===== src/inc/port_group_pkg.sv =====
// Constants for the port group block: register indices, field positions,
// reset values and widths.
// Assumes a 32-bit Avalon-MM slave with word addressing (index = word).
// Functional notes
// [RULE1] Key port: 8-bit bidirectional, output latch, per-bit direction register.
// [RULE2] One bit of first pull-up option enables all key port input pull-ups.
// [RULE3] Key port doubles as key-return inputs once key-return mode is set.
// [RULE4] Open-drain port: 4 bits, pulls low only, latch and per-bit direction.
// [RULE5] Analog port: 7-bit input only, also feeds converter and comparator.
// [RULE6] Segment port A: 8-bit bidirectional; pull-ups enabled per pin pair.
// [RULE7] Segment port A pins may carry LCD segment drive, chosen by selector.
// [RULE8] Segment port B: 4-bit bidirectional; pull-ups enabled per pin pair.
// [RULE9] Segment port B pins may carry LCD segment drive, same selector.
// [RULE10] Reset puts every port in input mode with drivers off.
// [RULE11] Direction registers take single-bit updates and whole-byte writes.
// [RULE12] Reset loads every direction register with all ones.
// [RULE13] Software clears direction and latch bits before output alternate use.
// [RULE14] Software sets direction ones and key-return mode before key-return use.
// [RULE15] Level change on interrupt-shared pin in output mode sets request flag.
// [RULE16] Software should mask the interrupt before driving the shared pin.
// [RULE17] Direction one means input; zero drives the pin from the latch.
// [RULE18] Port read gives pin level for inputs and latch for outputs.
package port_group_pkg;
  // ****************************************
  // Register indices
  // ****************************************
  localparam logic [3:0] REG_KEYPORT   = 4'h0;
  localparam logic [3:0] REG_ODPORT    = 4'h1;
  localparam logic [3:0] REG_ANPORT    = 4'h2;
  localparam logic [3:0] REG_SEGA      = 4'h3;
  localparam logic [3:0] REG_SEGB      = 4'h4;
  localparam logic [3:0] REG_INTPIN    = 4'h5;
  localparam logic [3:0] REG_KEY_DIR   = 4'h6;
  localparam logic [3:0] REG_OD_DIR    = 4'h7;
  localparam logic [3:0] REG_SEGA_DIR  = 4'h8;
  localparam logic [3:0] REG_SEGB_DIR  = 4'h9;
  localparam logic [3:0] REG_BITOP     = 4'hA;
  localparam logic [3:0] REG_INT_DIR   = 4'hB;
  localparam logic [3:0] REG_PU_FIRST  = 4'hC;
  localparam logic [3:0] REG_PU_THIRD  = 4'hD;
  localparam logic [3:0] REG_CONTROL   = 4'hE;
  localparam logic [3:0] REG_STATUS    = 4'hF;
  // ****************************************
  // Field positions
  // ****************************************
  localparam int BITOP_PORT_LSB = 0;
  localparam int BITOP_BIT_LSB  = 2;
  localparam int BITOP_VAL_POS  = 8;
  localparam int CTRL_KRM_POS   = 0;
  localparam int CTRL_LPS_POS   = 1;
  localparam int CTRL_MASK_POS  = 2;
  localparam int STAT_FLAG_POS  = 0;
  localparam int PU3_SEGB_LSB   = 4;
  // ****************************************
  // Widths and reset values
  // ****************************************
  localparam int KEY_W  = 8;
  localparam int OD_W   = 4;
  localparam int AN_W   = 7;
  localparam int SEGA_W = 8;
  localparam int SEGB_W = 4;
  localparam logic [7:0] DIR_RESET   = 8'hFF;
  localparam logic [7:0] LATCH_RESET = 8'h00;
endpackage


===== src/verilog/mcu_port_group_io.sv =====
// Port group logic: key port, open-drain port, analog input port, two
// segment-shared ports and one interrupt-shared pin, behind an Avalon-MM slave.
// Pins arrive asynchronously and pass two flip-flops; segment data comes from
// the LCD controller on the same clock.
`timescale 1ns/10ps
module mcu_port_group_io
(
  input  wire logic                                 CLOCK_I,
  input  wire logic                                 RST_I,
  input  wire logic [3:0]                           ADDRESS_I,
  input  wire logic                                 READ_I,
  input  wire logic                                 WRITE_I,
  input  wire logic [31:0]                          WRITEDATA_I,
  output logic      [31:0]                          READDATA_O,
  output logic                                      WAITREQUEST_O,
  input  wire logic [port_group_pkg::KEY_W-1:0]     KEYPORT_PIN_I,
  output logic      [port_group_pkg::KEY_W-1:0]     KEYPORT_PIN_O,
  output logic      [port_group_pkg::KEY_W-1:0]     KEYPORT_PIN_OE_O,
  output logic      [port_group_pkg::KEY_W-1:0]     KEYPORT_PULLUP_O,
  output logic      [5:0]                           KEY_RETURN_INPUTS_O,
  input  wire logic [port_group_pkg::OD_W-1:0]      ODPORT_PIN_I,
  output logic      [port_group_pkg::OD_W-1:0]      ODPORT_PIN_O,
  output logic      [port_group_pkg::OD_W-1:0]      ODPORT_PIN_OE_O,
  input  wire logic [port_group_pkg::AN_W-1:0]      ANPORT_PIN_I,
  output logic      [port_group_pkg::AN_W-1:0]      ANALOG_SHARED_O,
  input  wire logic [port_group_pkg::SEGA_W-1:0]    SEGMENT_OUTPUTS_HIGH_I,
  input  wire logic [port_group_pkg::SEGB_W-1:0]    SEGMENT_OUTPUTS_LOW_I,
  input  wire logic [port_group_pkg::SEGA_W-1:0]    SEGA_PIN_I,
  output logic      [port_group_pkg::SEGA_W-1:0]    SEGA_PIN_O,
  output logic      [port_group_pkg::SEGA_W-1:0]    SEGA_PIN_OE_O,
  output logic      [port_group_pkg::SEGA_W-1:0]    SEGA_PULLUP_O,
  input  wire logic [port_group_pkg::SEGB_W-1:0]    SEGB_PIN_I,
  output logic      [port_group_pkg::SEGB_W-1:0]    SEGB_PIN_O,
  output logic      [port_group_pkg::SEGB_W-1:0]    SEGB_PIN_OE_O,
  output logic      [port_group_pkg::SEGB_W-1:0]    SEGB_PULLUP_O,
  input  wire logic                                 INTPIN_I,
  output logic                                      INTPIN_O,
  output logic                                      INTPIN_OE_O,
  output logic                                      EXT_INTERRUPT_IN_O
);
  import port_group_pkg::*;

  // ****************************************
  // Pin synchronisers
  // ****************************************
  logic [KEY_W-1:0]  key_s1, key_s2;
  logic [OD_W-1:0]   od_s1, od_s2;
  logic [AN_W-1:0]   an_s1, an_s2;
  logic [SEGA_W-1:0] sega_s1, sega_s2;
  logic [SEGB_W-1:0] segb_s1, segb_s2;
  logic              int_s1, int_s2, int_s3;

  always_ff @(posedge CLOCK_I)
  begin
    key_s1  <= KEYPORT_PIN_I;
    key_s2  <= key_s1;
    od_s1   <= ODPORT_PIN_I;
    od_s2   <= od_s1;
    an_s1   <= ANPORT_PIN_I;
    an_s2   <= an_s1;
    sega_s1 <= SEGA_PIN_I;
    sega_s2 <= sega_s1;
    segb_s1 <= SEGB_PIN_I;
    segb_s2 <= segb_s1;
    int_s1  <= INTPIN_I;
    int_s2  <= int_s1;
    int_s3  <= int_s2;
  end

  // ****************************************
  // Register state
  // ****************************************
  logic [7:0] key_latch, od_latch, sega_latch, segb_latch;
  logic [7:0] key_dir, od_dir, sega_dir, segb_dir;
  logic       int_latch, int_dir, pu_first, key_mode, lcd_sel, int_mask, int_flag;
  logic [5:0] pu_third;
  logic [7:0] next_key_latch, next_od_latch, next_sega_latch, next_segb_latch;
  logic [7:0] next_key_dir, next_od_dir, next_sega_dir, next_segb_dir;
  logic       next_int_latch, next_int_dir, next_pu_first, next_key_mode;
  logic       next_lcd_sel, next_int_mask, next_int_flag;
  logic [5:0] next_pu_third;
  logic       wait_q, next_wait;
  logic [31:0] rdata, next_rdata;
  logic       wr_take, int_edge;
  logic [7:0] wd;
  logic [2:0] bit_sel;

  // The answer comes one cycle after the request is seen, so every access
  // costs exactly two cycles and writes land at a single known edge.
  assign wr_take  = WRITE_I & ~wait_q;
  assign wd       = WRITEDATA_I[7:0];
  assign bit_sel  = WRITEDATA_I[BITOP_BIT_LSB +: 3];
  assign int_edge = int_s2 ^ int_s3;

  function automatic logic [7:0] port_view(input logic [7:0] dir, input logic [7:0] pin,
                                           input logic [7:0] latch);
    port_view = (dir & pin) | (~dir & latch); // RULE18
  endfunction

  always_comb
  begin
    next_key_latch  = key_latch;
    next_od_latch   = od_latch;
    next_sega_latch = sega_latch;
    next_segb_latch = segb_latch;
    next_key_dir    = key_dir;
    next_od_dir     = od_dir;
    next_sega_dir   = sega_dir;
    next_segb_dir   = segb_dir;
    next_int_latch  = int_latch;
    next_int_dir    = int_dir;
    next_pu_first   = pu_first;
    next_pu_third   = pu_third;
    next_key_mode   = key_mode;
    next_lcd_sel    = lcd_sel;
    next_int_mask   = int_mask;
    next_int_flag   = int_flag;
    next_wait       = 1'b1;
    next_rdata      = rdata;
    if ((READ_I | WRITE_I) & wait_q)
    begin
      next_wait = 1'b0;
    end
    if (READ_I & wait_q)
    begin
      next_rdata = 32'h0000_0000;
      case (ADDRESS_I)
        REG_KEYPORT:  next_rdata[7:0] = port_view(key_dir, key_s2, key_latch);
        REG_ODPORT:   next_rdata[7:0] = port_view(od_dir, {4'h0, od_s2}, od_latch);
        REG_ANPORT:   next_rdata[6:0] = an_s2; // RULE5
        REG_SEGA:     next_rdata[7:0] = port_view(sega_dir, sega_s2, sega_latch);
        REG_SEGB:     next_rdata[7:0] = port_view(segb_dir, {4'h0, segb_s2}, segb_latch);
        REG_INTPIN:   next_rdata[0]   = int_dir ? int_s2 : int_latch;
        REG_KEY_DIR:  next_rdata[7:0] = key_dir;
        REG_OD_DIR:   next_rdata[3:0] = od_dir[3:0];
        REG_SEGA_DIR: next_rdata[7:0] = sega_dir;
        REG_SEGB_DIR: next_rdata[3:0] = segb_dir[3:0];
        REG_INT_DIR:  next_rdata[0]   = int_dir;
        REG_PU_FIRST: next_rdata[0]   = pu_first;
        REG_PU_THIRD: next_rdata[5:0] = pu_third;
        REG_CONTROL:  next_rdata[2:0] = {int_mask, lcd_sel, key_mode};
        REG_STATUS:   next_rdata[STAT_FLAG_POS] = int_flag;
        default:      next_rdata = 32'h0000_0000;
      endcase
    end
    if (wr_take)
    begin
      case (ADDRESS_I)
        REG_KEYPORT:  next_key_latch = wd;
        REG_ODPORT:   next_od_latch = {4'h0, wd[3:0]};
        REG_SEGA:     next_sega_latch = wd;
        REG_SEGB:     next_segb_latch = {4'h0, wd[3:0]};
        REG_INTPIN:   next_int_latch = wd[0];
        REG_KEY_DIR:  next_key_dir = wd; // RULE11
        REG_OD_DIR:   next_od_dir = {4'hF, wd[3:0]};
        REG_SEGA_DIR: next_sega_dir = wd;
        REG_SEGB_DIR: next_segb_dir = {4'hF, wd[3:0]};
        REG_INT_DIR:  next_int_dir = wd[0];
        REG_BITOP:
        begin
          case (WRITEDATA_I[BITOP_PORT_LSB +: 2]) // RULE11
            2'h0:    next_key_dir[bit_sel] = WRITEDATA_I[BITOP_VAL_POS];
            2'h1:    next_od_dir[bit_sel[1:0]] = WRITEDATA_I[BITOP_VAL_POS];
            2'h2:    next_sega_dir[bit_sel] = WRITEDATA_I[BITOP_VAL_POS];
            default: next_segb_dir[bit_sel[1:0]] = WRITEDATA_I[BITOP_VAL_POS];
          endcase
        end
        REG_PU_FIRST: next_pu_first = wd[0];
        REG_PU_THIRD: next_pu_third = wd[5:0];
        REG_CONTROL:
        begin
          next_key_mode = wd[CTRL_KRM_POS];
          next_lcd_sel  = wd[CTRL_LPS_POS];
          next_int_mask = wd[CTRL_MASK_POS];
        end
        REG_STATUS:   if (wd[STAT_FLAG_POS]) next_int_flag = 1'b0;
        default:      next_rdata = rdata;
      endcase
    end
    // The pin is watched in both directions, so driving a new level out of
    // the latch also raises the flag; a new edge beats a software clear.
    if (int_edge)
    begin
      next_int_flag = 1'b1; // RULE15
    end
  end

  always_ff @(posedge CLOCK_I)
  begin
    if (RST_I)
    begin
      key_latch  <= LATCH_RESET;
      od_latch   <= LATCH_RESET;
      sega_latch <= LATCH_RESET;
      segb_latch <= LATCH_RESET;
      key_dir    <= DIR_RESET; // RULE12
      od_dir     <= DIR_RESET;
      sega_dir   <= DIR_RESET;
      segb_dir   <= DIR_RESET;
      int_latch  <= 1'b0;
      int_dir    <= 1'b1;
      pu_first   <= 1'b0;
      pu_third   <= 6'h00;
      key_mode   <= 1'b0;
      lcd_sel    <= 1'b0;
      int_mask   <= 1'b1;
      int_flag   <= 1'b0;
      wait_q     <= 1'b1;
      rdata      <= 32'h0000_0000;
    end
    else
    begin
      key_latch  <= next_key_latch;
      od_latch   <= next_od_latch;
      sega_latch <= next_sega_latch;
      segb_latch <= next_segb_latch;
      key_dir    <= next_key_dir;
      od_dir     <= next_od_dir;
      sega_dir   <= next_sega_dir;
      segb_dir   <= next_segb_dir;
      int_latch  <= next_int_latch;
      int_dir    <= next_int_dir;
      pu_first   <= next_pu_first;
      pu_third   <= next_pu_third;
      key_mode   <= next_key_mode;
      lcd_sel    <= next_lcd_sel;
      int_mask   <= next_int_mask;
      int_flag   <= next_int_flag;
      wait_q     <= next_wait;
      rdata      <= next_rdata;
    end
  end

  // ****************************************
  // Pin drivers
  // ****************************************
  logic [SEGA_W-1:0] sega_pu_map;
  logic [SEGB_W-1:0] segb_pu_map;

  genvar g;
  generate
    for (g = 0; g < SEGA_W; g++)
    begin : g_sega_pairs
      assign sega_pu_map[g] = pu_third[g / 2]; // RULE6
    end
    for (g = 0; g < SEGB_W; g++)
    begin : g_segb_pairs
      assign segb_pu_map[g] = pu_third[PU3_SEGB_LSB + g / 2]; // RULE8
    end
  endgenerate

  always_ff @(posedge CLOCK_I)
  begin
    if (RST_I)
    begin
      KEYPORT_PIN_O       <= '0; // RULE10
      KEYPORT_PIN_OE_O    <= '0;
      KEYPORT_PULLUP_O    <= '0;
      KEY_RETURN_INPUTS_O <= '0;
      ODPORT_PIN_O        <= '0;
      ODPORT_PIN_OE_O     <= '0;
      ANALOG_SHARED_O     <= '0;
      SEGA_PIN_O          <= '0;
      SEGA_PIN_OE_O       <= '0;
      SEGA_PULLUP_O       <= '0;
      SEGB_PIN_O          <= '0;
      SEGB_PIN_OE_O       <= '0;
      SEGB_PULLUP_O       <= '0;
      INTPIN_O            <= 1'b0;
      INTPIN_OE_O         <= 1'b0;
      EXT_INTERRUPT_IN_O  <= 1'b0;
    end
    else
    begin
      KEYPORT_PIN_O       <= key_latch; // RULE1
      KEYPORT_PIN_OE_O    <= ~key_dir; // RULE17
      KEYPORT_PULLUP_O    <= key_dir & {KEY_W{pu_first}}; // RULE2
      KEY_RETURN_INPUTS_O <= key_s2[5:0] & key_dir[5:0] & {6{key_mode}}; // RULE3
      ODPORT_PIN_O        <= '0; // RULE4
      ODPORT_PIN_OE_O     <= ~od_dir[3:0] & ~od_latch[3:0];
      ANALOG_SHARED_O     <= an_s2; // RULE5
      SEGA_PIN_O          <= lcd_sel ? SEGMENT_OUTPUTS_HIGH_I : sega_latch; // RULE7
      SEGA_PIN_OE_O       <= ~sega_dir; // RULE6
      SEGA_PULLUP_O       <= sega_dir & sega_pu_map;
      SEGB_PIN_O          <= lcd_sel ? SEGMENT_OUTPUTS_LOW_I : segb_latch[3:0]; // RULE9
      SEGB_PIN_OE_O       <= ~segb_dir[3:0]; // RULE8
      SEGB_PULLUP_O       <= segb_dir[3:0] & segb_pu_map;
      INTPIN_O            <= int_latch;
      INTPIN_OE_O         <= ~int_dir; // RULE17
      EXT_INTERRUPT_IN_O  <= int_flag & ~int_mask;
    end
  end

  assign READDATA_O    = rdata;
  assign WAITREQUEST_O = wait_q;
endmodule // mcu_port_group_io


===== config.mk =====
export PLATFORM = sky130hd
export DESIGN_NAME = mcu_port_group_io
export DESIGN_NICKNAME = d
export VERILOG_FILES = /design/src/inc/port_group_pkg.sv /design/src/verilog/mcu_port_group_io.sv
export SDC_FILE = /design/constraint.sdc
export NUM_CORES = 1
export LEC_CHECK = 0
export BUFFER_PORTS_ARGS = -buffer_cell sky130_fd_sc_hd__buf_2
export CAP_MARGIN = 10
export CORE_MARGIN = 4
export CORE_UTILIZATION = 45
export CTS_BUF_LIST = sky130_fd_sc_hd__clkbuf_8
export CTS_CLUSTER_SIZE = 24
export DETAILED_ROUTE_END_ITERATION = 8
export PLACE_DENSITY = 0.79
export SETUP_SLACK_MARGIN = 0.5
export SYNTH_ARGS = -nofsm -noshare
export SYNTH_HDL_FRONTEND = slang
export SYNTH_SLANG_ARGS = --single-unit
export TNS_END_PERCENT = 30

===== constraint.sdc =====
create_clock -name CLOCK_I -period 1.5 [get_ports CLOCK_I]
set_input_delay 0.075 -clock CLOCK_I [delete_from_list [all_inputs] [get_ports CLOCK_I]]
set_output_delay 0.075 -clock CLOCK_I [all_outputs]
set_load 0.01 [all_outputs]

==> results of run 1 <==
-- critical path, cell delays in order (launching register included) --
cell and delay (ns):
dfxtp_4 0.35, nor2b_4 0.16, buf_12 0.12, buf_12 0.10, nand2_4 0.05, a21oi_4 0.19, o21ai_2 0.09, a221o_1 0.31
-- cell families after synthesis --
group           share of synthesized area [%]
flops                                   56.37
buf+inv                                 5.751
xor+xnor                               0.2294
other cells                           0.04911
mux                                     6.702
simple gates                            19.29
compound gates                          11.62
-- synth_stat cells, drive strengths merged, types with 3 or more instances --
library cell  number  area share (%)
clkbuf            20            0.98
and2              12            0.98
a311oi             4            0.46
nor3b              9             1.1
a21oi             31             2.2
nor2b             21             1.7
o31ai              5            0.49
o21ai             27             1.8
nand2             75             3.7
a22oi              5            0.49
nor4b              5             1.0
nand4              3            0.25
and3              13             1.1
nor4               4            0.52
buf               53             4.5
o211ai             8            0.79
nand3b             4            0.39
nand2b             8            0.75
a21boi             4            0.39
mux2i             41             5.4
and3b              3            0.34
mux2               9             1.3
inv                6            0.29
nand3             23             1.6
a31oi              4            0.33
a221o             11             1.4
a2111oi            4            0.46
o22ai              4            0.33
dfxtp            215              56
nor3              12            0.85
o22a               7            0.80
nor2              75             3.7
-- worst paths after layout --
check | slack, ns | end | startpoint
hold reg to reg | 0.33 | sega_s2[1] | sega_s1[1]
setup reg to reg | -0.01 | od_dir[0] | WAITREQUEST_O
hold / removal | 0.01 | READDATA_O[3] | READ_I
setup / recovery | -0.01 | od_dir[0] | WAITREQUEST_O
-- metrics by stage --
step           instance area (um2)  util [%]  hold WS (ns)  worst slack (ns)  std cells
5_1_grt                      11470     69.17       0.01615          -0.06901       1325
2_1_floorplan                 7812         -        0.1027          -0.02020        781
3_5_place_dp                  9326     56.24        0.1786           -0.2715       1198
6_report                     11470     69.17       0.01253          -0.01375       1325
4_1_cts                      10840     65.39       -0.1285          0.006919       1319
3_3_place_gp                  9326     56.24        0.1771           -0.2647       1198
-- power breakdown --
| part | internal [mW] | switching [mW] | leakage, nW |
|---|---|---|---|
| registers | 5.86 | 0.0817 | 1.78 |
| logic | 0.565 | 0.601 | 2.89 |
| clock network | 2.86 | 2.26 | 0.401 |
| total | 9.28 | 2.94 | 5.07 |
-- layout by cell type (no fill, tap or decap), drive strengths merged, types with 5 or more instances in the layout --
| master | count |
|---|---|
| o21ai | 27 |
| nor2b | 21 |
| nor2 | 75 |
| inv | 15 |
| clkbuf | 45 |
| conb | 28 |
| and3 | 13 |
| buf | 282 |
| and2 | 12 |
| a221o | 11 |
| nand3 | 23 |
| nor4b | 5 |
| mux2i | 41 |
| nand2b | 8 |
| nor3b | 9 |
| a21oi | 31 |
| o22a | 7 |
| nor3 | 12 |
| mux2 | 9 |
| dfxtp | 215 |
| nand2 | 75 |
| o211ai | 8 |
| o31ai | 5 |
| dlygate4sd3 | 55 |
| a22oi | 5 |
-- timing repair --
action	4_1_cts	5_1_grt
buffers inserted	7	4
hold endpoints to repair	71	15
cloned	0	1
gates resized for setup	59	152
hold buffers	54	1
setup endpoints to repair	160	169
pin swaps	26	30
-- routing by layer --
| layer | vias to the layer above | wire (um) | GRT usage, % |
|---|---|---|---|
| met1 | 3328 | 10690 | 33.59 |
| met4 | 2 | 906 | 9.204 |
| li1 | 3233 | - | - |
| met5 | - | 19 | 0 |
| met2 | 369 | 12100 | 39.39 |
| met3 | 73 | 2350 | 6.526 |
-- cell type report --
cell class              instances  area share [%]
clock buffers                  45           5.399
clock inverters                15          0.7962
multi-input cells             487           29.36
flip-flops and latches        215           38.21
well taps                     220           2.400
repair buffers                337           23.64
inverters                       6          0.1963
==> results.cfg, run 1 <==
[run_status]
status = complete, but fails checks
violations = setup timing

[sta]
max_slew_margin_pct = 56.57
period_minus_slack_ns = 1.514
timing.final.ws_setup_ns = -0.01375
maxClockFrequency_mhz = 660.6
finalMaxSlewViolations = 0
period_share_pct = 100.9
rsz0062_at_grt = true
hold_viol_final = 0
worst_pin_slew_ns = 0.6494
setup_viol = 3
fin_tns_setup_ns = -0.01563
skew_ns = 0.01955

[route]
drtIter0Drc = 748
wl_per_cell_um = 19.67
wl_um = 26060
drc = 0
viasPerCell = 5.287
firstDrtPassIters = 5
vias = 7005
final_antenna_net_count = 0

[synthesis]
yosys_warnings = 0
yosys.cell_types.count = 69
synthCells = 754
async_reset_ff_share_pct = 0
seq_area_frac_synth_pct = 56.37
ys_ff_latch = 215
syn_area_mm2 = 0.007636
syn_area_per_cell_um2 = 10.13
synth-edff-count = 0
ys.flop_type = dfxtp_1

[cts]
cts_sinks = 215
clk-insertion-delay-late_ns = 0.51
clock_path_buffers = 3
clkTransAtPathRegs_ns = 0.07
cts_tree = yes
root_buffer = clkbuf_8
htree_levels = 2
cts-buffers-inserted = 34

[power_and_ir_drop]
leakage_nw = 5.069
cellPowerDensity_mw_per_mm2 = 1066
p_total_mw = 12.22
peakVddDrop_uv = 916.7

[finish]
num_antenna_cells = 0
drive_above_1_share_pct = 42.81
syn_to_final_growth_pct = 50.22
multiInputGateArea_mm2 = 0.003368
seq_area_mm2 = 0.004383
fillCellCount = 1197
nNetsFinal = 1165

[die]
dieWidth_um = 138.3
coreArea_mm2 = 0.01658
rows = 47
initial_core_util_pct = 46.05
io_pins = 201
dieArea_mm2 = 0.01912
fp.dieH_um = 138.3

[grt]
grt_antenna_before_repair = 1
grt_pass1_wl_um = 38090
first_global_vias = 6789
overflow = 0
grt_max_degree = 60
grt_usage_pct = 25.10

[setup_path]
cp-end-kind = flop
critPathKind = flop to flop
ff2ff_path_depth = 7
critPathMaxFanout = 6
start_kind = flop
worstPathArrival_ns = 1.90
worstPathRequired_ns = 1.89

[flow_run]
cap_violations = 0

[placement]
gp_congestion = 0.9344
dp_hpwl_um = 17260
numPortBuffers = 149

[min_path]
hold_class = input port to flop
min_path_cells = 4
No activity file was read; power rests on OpenSTA's default activity.
==> inputs of run 2 (changes only) <==
--- a/config.mk
+++ b/config.mk
@@ -9,7 +9,7 @@
 export CAP_MARGIN = 10
 export CORE_MARGIN = 4
 export CORE_UTILIZATION = 45
-export CTS_BUF_LIST = sky130_fd_sc_hd__clkbuf_8
+export CTS_BUF_LIST = sky130_fd_sc_hd__clkbuf_4 sky130_fd_sc_hd__clkbuf_8
 export CTS_CLUSTER_SIZE = 24
 export DETAILED_ROUTE_END_ITERATION = 8
 export PLACE_DENSITY = 0.79
==> run 2 against run 1 <==
  * The run still ends with setup timing left
  * Sequential share of layout area is 0.094 points higher
  * Final area down 0.22%
  * Count of clock-buffer cells in the layout rose by 9
  * Critical path depth decreased by 1
  * Largest cell class unchanged
==> results.cfg, run 2 (synthesis gave the netlist of run 1 again) <==
[run_status]
status = complete, but fails checks
violations = setup timing

[route]
drtIter0Drc = 708
final_antenna_net_count = 0
drc = 0
vias = 7056
firstDrtPassIters = 6
wl_per_cell_um = 20.08
viasPerCell = 5.341
wl_um = 26520

[cts]
clkTransAtPathRegs_ns = 0.07
root_buffer = clkbuf_8
htree_levels = 2
clock_path_buffers = 3
clk-insertion-delay-late_ns = 0.51
cts_sinks = 215
cts_tree = yes
cts-buffers-inserted = 34

[die]
initial_core_util_pct = 46.05
io_pins = 201
fp.dieH_um = 138.3
dieWidth_um = 138.3
dieArea_mm2 = 0.01912
coreArea_mm2 = 0.01658
rows = 47

[sta]
finalMaxSlewViolations = 0
timing.final.ws_setup_ns = -0.03597
hold_viol_final = 0
fin_tns_setup_ns = -0.05190
rsz0062_at_grt = true
worst_pin_slew_ns = 0.6565
period_share_pct = 102.4
setup_viol = 2
skew_ns = 0.01437
period_minus_slack_ns = 1.536
max_slew_margin_pct = 56.09
maxClockFrequency_mhz = 651.1

[finish]
syn_to_final_growth_pct = 49.89
drive_above_1_share_pct = 43.09
layout_common_cells = 155 x dfxtp_1, 116 x buf_4, 99 x buf_2
fillCellCount = 1195
layout_commonest_cell = dfxtp_1
nNetsFinal = 1160

[setup_path]
start_kind = flop
worstPathArrival_ns = 1.91
worstReg2RegStart = sega_dir[0]
cp-end-kind = flop
crit_path_cell_trace = mux2i_1 > buf_4 > a2bb2oi_2 > nand3_2 > nor4_4 > o41ai_1
worstPathRequired_ns = 1.87
cp_slowest_cell = dfxtp_2
critPathMaxFanout = 2
slowest_delay_ns = 0.34
critPathLaunch = sega_dir[0]
critPathKind = flop to flop

[grt]
grt_usage_pct = 25.10
grt_antenna_before_repair = 1
first_global_vias = 6767
grt_pass1_wl_um = 38070
overflow = 0
grt_max_degree = 60

[placement]
dp_hpwl_um = 17260
numPortBuffers = 149
gp_congestion = 0.9344

[min_path]
min-delay-start = WRITEDATA_I[4]
hold_class = input port to flop

[power_and_ir_drop]
p_total_mw = 12.44
leakage_nw = 5.028
peakVddDrop_uv = 786.0
cellPowerDensity_mw_per_mm2 = 1087

[flow_run]
cap_violations = 0
==> run 2: what timing repair did <==
| action | in CTS | in global routing |
|---|---|---|
| gates cloned | 0 | 0 |
| hold buffers | 52 | 1 |
| endpoints found under the setup margin | 159 | 170 |
| endpoints found under the hold margin | 72 | 15 |
| gates resized for setup | 55 | 149 |
| pin swaps | 24 | 31 |
| buffers inserted | 6 | 3 |
==> run 2: power by group <==
group          internal [mW]  switching, mW
sequential              5.86         0.0815
combinational          0.558          0.607
clock                   3.08           2.26
total                   9.50           2.95
==> run 2: through the flow <==
stage | util (%) | hold WS, ns | worst slack (ns) | instance area [um2] | cells
after floorplan | - | 0.1027 | -0.02020 | 7812 | 781
after global placement | 56.24 | 0.1771 | -0.2647 | 9326 | 1198
after detailed placement | 56.24 | 0.1786 | -0.2715 | 9326 | 1198
final | 69.02 | 0.02973 | -0.03597 | 11450 | 1321
after CTS | 65.34 | -0.1282 | 0.004980 | 10840 | 1316
after global routing | 69.01 | 0.01209 | -0.07663 | 11440 | 1320
==> run 2: layout make-up <==
type	count	area (um2)	share of cell area (%)
antenna	1	2.502	0.02186
sequential	215	4384	38.30
multi-input combinational	487	3368	29.43
tap	220	275.3	2.405
clock inverter	6	57.56	0.5028
clock buffer	54	686.9	6.001
inverter	6	22.52	0.1968
timing repair buffer	332	2649	23.14
==> run 2: critical path: cells and delay by family, from the launching register on <==
family / cells / cell delay [ns]
AOI/OAI and AO/OA: 2 / 0.25
buffers and inverters: 1 / 0.17
DFF: 1 / 0.34
muxes: 1 / 0.25
and+or+nand+nor: 2 / 0.39
==> run 2: path summary, 6_finish.rpt <==
check,end,slack (ns),cells after the start
worst max-delay path,READDATA_O[0],-0.04,6
worst min-delay path,pu_third[4],0.03,3
worst min register to register,key_s2[3],0.33,0
worst max register to register,READDATA_O[0],-0.04,6
==> run 2: metal layers <==
metal / track usage, % / vias to the layer above / wire length [um]
li1: - / 3219 / -
met1: 33.30 / 3355 / 10680
met2: 39.77 / 397 / 12360
met3: 6.457 / 83 / 2465
met4: 9.204 / 2 / 992
met5: 0 / - / 19
==> inputs of run 3 (changes only) <==
--- a/config.mk
+++ b/config.mk
@@ -5,6 +5,7 @@
 export SDC_FILE = /design/constraint.sdc
 export NUM_CORES = 1
 export LEC_CHECK = 0
+export ABC_AREA = 1
 export BUFFER_PORTS_ARGS = -buffer_cell sky130_fd_sc_hd__buf_2
 export CAP_MARGIN = 10
 export CORE_MARGIN = 4
==> run 3 against run 2 <==
  * Non-clock buffer count down 79
  * Count of clock-buffer cells in the layout is 2 lower
  * First-iteration DRC count up 4.9%
  * Final area decreased by 9.7%
  * Via count barely moved
  * Wire length down 7.5%
  * The run now ends clean
  * Utilization shrank 4.2 points
  * Sequential power is essentially flat
  * Largest cell class unchanged
  * Worst setup slack better by 0.20 ns
  * Maximum frequency is 15% higher
  * Sequential share of layout area up 3.8 points
  * Clock power increased by 6.9%
==> results.cfg, run 3 <==
[cts]
clkTransAtPathRegs_ns = 0.07
clock_path_buffers = 3
cts-buffers-inserted = 35
root_buffer = clkbuf_8
cts_sinks = 215
cts_tree = yes
clk-insertion-delay-late_ns = 0.53
htree_levels = 2

[synthesis]
seq_area_frac_synth_pct = 58.39
yosys_warnings = 0
synth-edff-count = 0
synth.area.top_cells = dfxtp_1 58%, nand2_1 7.5%, o21ai_0 6.2%
synthDominantCellAreaShare_pct = 58.39
yosys.cell_types.count = 36
syn_area_mm2 = 0.007371
synthCells = 874
syn_area_per_cell_um2 = 8.433
ys.flop_type = dfxtp_1
yosysMostFrequentCell = dfxtp_1
async_reset_ff_share_pct = 0
ys_ff_latch = 215
synthTopCellsByCount = 215 x dfxtp_1, 147 x nand2_1, 105 x nor2_1, 91 x o21ai_0, 76 x inv_1
yosysTopAreaCell = dfxtp_1

[setup_path]
worstPathArrival_ns = 1.75
cp-end-kind = flop
start_kind = flop
critPathKind = flop to flop
critPathMaxFanout = 7
worstPathRequired_ns = 1.91
r2r_slack_ns = 0.16

[route]
drc = 0
wl_um = 24540
vias = 7051
viasPerCell = 5.102
drtIter0Drc = 743
firstDrtPassIters = 6
wl_per_cell_um = 17.75
final_antenna_net_count = 0

[sta]
max_slew_margin_pct = 61.99
fin_tns_setup_ns = 0
rsz0062_at_grt = true
period_minus_slack_ns = 1.336
finalMaxSlewViolations = 0
hold_viol_final = 0
worst_pin_slew_ns = 0.5642
setup_viol = 0
maxClockFrequency_mhz = 748.5
period_share_pct = 89.07
timing.hold.ws_ns = 0.04173
skew_ns = 0.01699

[die]
io_pins = 201
dieWidth_um = 136.0
rows = 46
fp.dieH_um = 136.0
dieArea_mm2 = 0.01849
initial_core_util_pct = 46.23
coreArea_mm2 = 0.01594

[power_and_ir_drop]
p_total_mw = 12.55
cellPowerDensity_mw_per_mm2 = 1214
leakage_nw = 4.906
peakVddDrop_uv = 890.3

[finish]
drive_above_1_share_pct = 32.33
layoutNonFillerInstCount = 1382
layout_common_cells = 197 x dfxtp_1, 149 x buf_2, 118 x nand2_1
fillCellCount = 1265
syn_to_final_growth_pct = 40.23
layout_commonest_cell = dfxtp_1
nNetsFinal = 1224
num_antenna_cells = 0

[grt]
grt_pass1_wl_um = 36450
grt_usage_pct = 25.62
overflow = 0
first_global_vias = 6967
grt_antenna_before_repair = 0
grt_max_degree = 37

[run_status]
status = finished, final reports clean

[placement]
dp_hpwl_um = 15900
gp_congestion = 0.9444
placedCellCount = 1245
numPortBuffers = 149

[min_path]
hold_class = input port to flop

[flow_run]
cap_violations = 0
==> run 3: cell types whose count changed after synthesis, sizes merged, moves of 9 or more <==
cell,delta
mux2,-9
inv,+78
nor3b,-9
and3,-13
nand2,+81
buf,-13
nor2b,-21
a221o,-11
mux2i,-41
nand3,+36
o21ai,+73
and2,-12
nor2,+39
a21oi,+23
==> run 3: routing by layer <==
metal | global-route usage (%) | share of wire [%] | wire length [um] | vias to the layer above
li1 | - | - | - | 3311
met1 | 31.28 | 38 | 9384 | 3243
met2 | 43.45 | 48 | 11690 | 395
met3 | 6.181 | 9.7 | 2390 | 102
met4 | 10.58 | 4.3 | 1067 | 0
met5 | 0 | 0 | 0 | -
==> run 3: logic make-up (layout without fill, tap and decap cells) <==
group,count (synthesis),in the layout,share of synthesized area (%)
xor+xnor,1,1,0.1188
flops,215,215,58.39
buf+inv,140,404,9.031
simple gates,339,340,19.42
compound gates,178,178,12.99
other cells,1,28,0.05088
==> run 3: worst max-delay path, stage by stage, from the launching register on <==
cell and delay, ns:
dfxtp_4 0.35, nor2_4 0.13, buf_6 0.14, buf_6 0.12, nand3_4 0.14, inv_8 0.14, nand2_2 0.06, nand2_2 0.06
nand3_1 0.07
==> run 3: worst paths after layout <==
kind	from	end	depth (start not counted)
max	WAITREQUEST_O	key_dir[6]	8
min	WRITEDATA_I[4]	sega_latch[4]	4
max reg2reg	WAITREQUEST_O	key_dir[6]	8
min reg2reg	od_s1[2]	od_s2[2]	0
==> run 3: through the flow <==
| stage | util (%) | setup slack, ns | cell area (um2) |
|---|---|---|---|
| after floorplan | - | 0.3375 | 7507 |
| after global placement | 52.92 | 0.1247 | 8437 |
| after detailed placement | 52.92 | 0.1003 | 8437 |
| after CTS | 63.38 | 0.2087 | 10100 |
| after global routing | 64.83 | 0.1211 | 10340 |
| final | 64.83 | 0.1640 | 10340 |
==> run 3: what timing repair did <==
item                                    CTS  global route
hold buffers                             58             0
buffers inserted                         11             2
pin swaps                                19            16
resized for setup                        95            80
endpoints found under the hold margin    64             0
endpoints found under the setup margin  158           168
gates cloned                              1             2
==> run 3: area by class of cell <==
| type | instances | area (um2) | share of cell area [%] |
|---|---|---|---|
| clock buffers | 52 | 659.4 | 6.379 |
| multi-input cells | 547 | 2811 | 27.20 |
| well taps | 216 | 270.3 | 2.615 |
| inverters | 86 | 350.3 | 3.389 |
| flip-flops and latches | 215 | 4349 | 42.08 |
| repair buffers | 253 | 1743 | 16.86 |
| repair inverters | 2 | 11.26 | 0.1089 |
| clock inverters | 11 | 141.4 | 1.368 |
==> run 3: where the power goes <==
group	switching, mW	internal, mW
registers	0.0683	5.85
clock network	2.35	3.36
logic	0.550	0.367
total	2.97	9.58
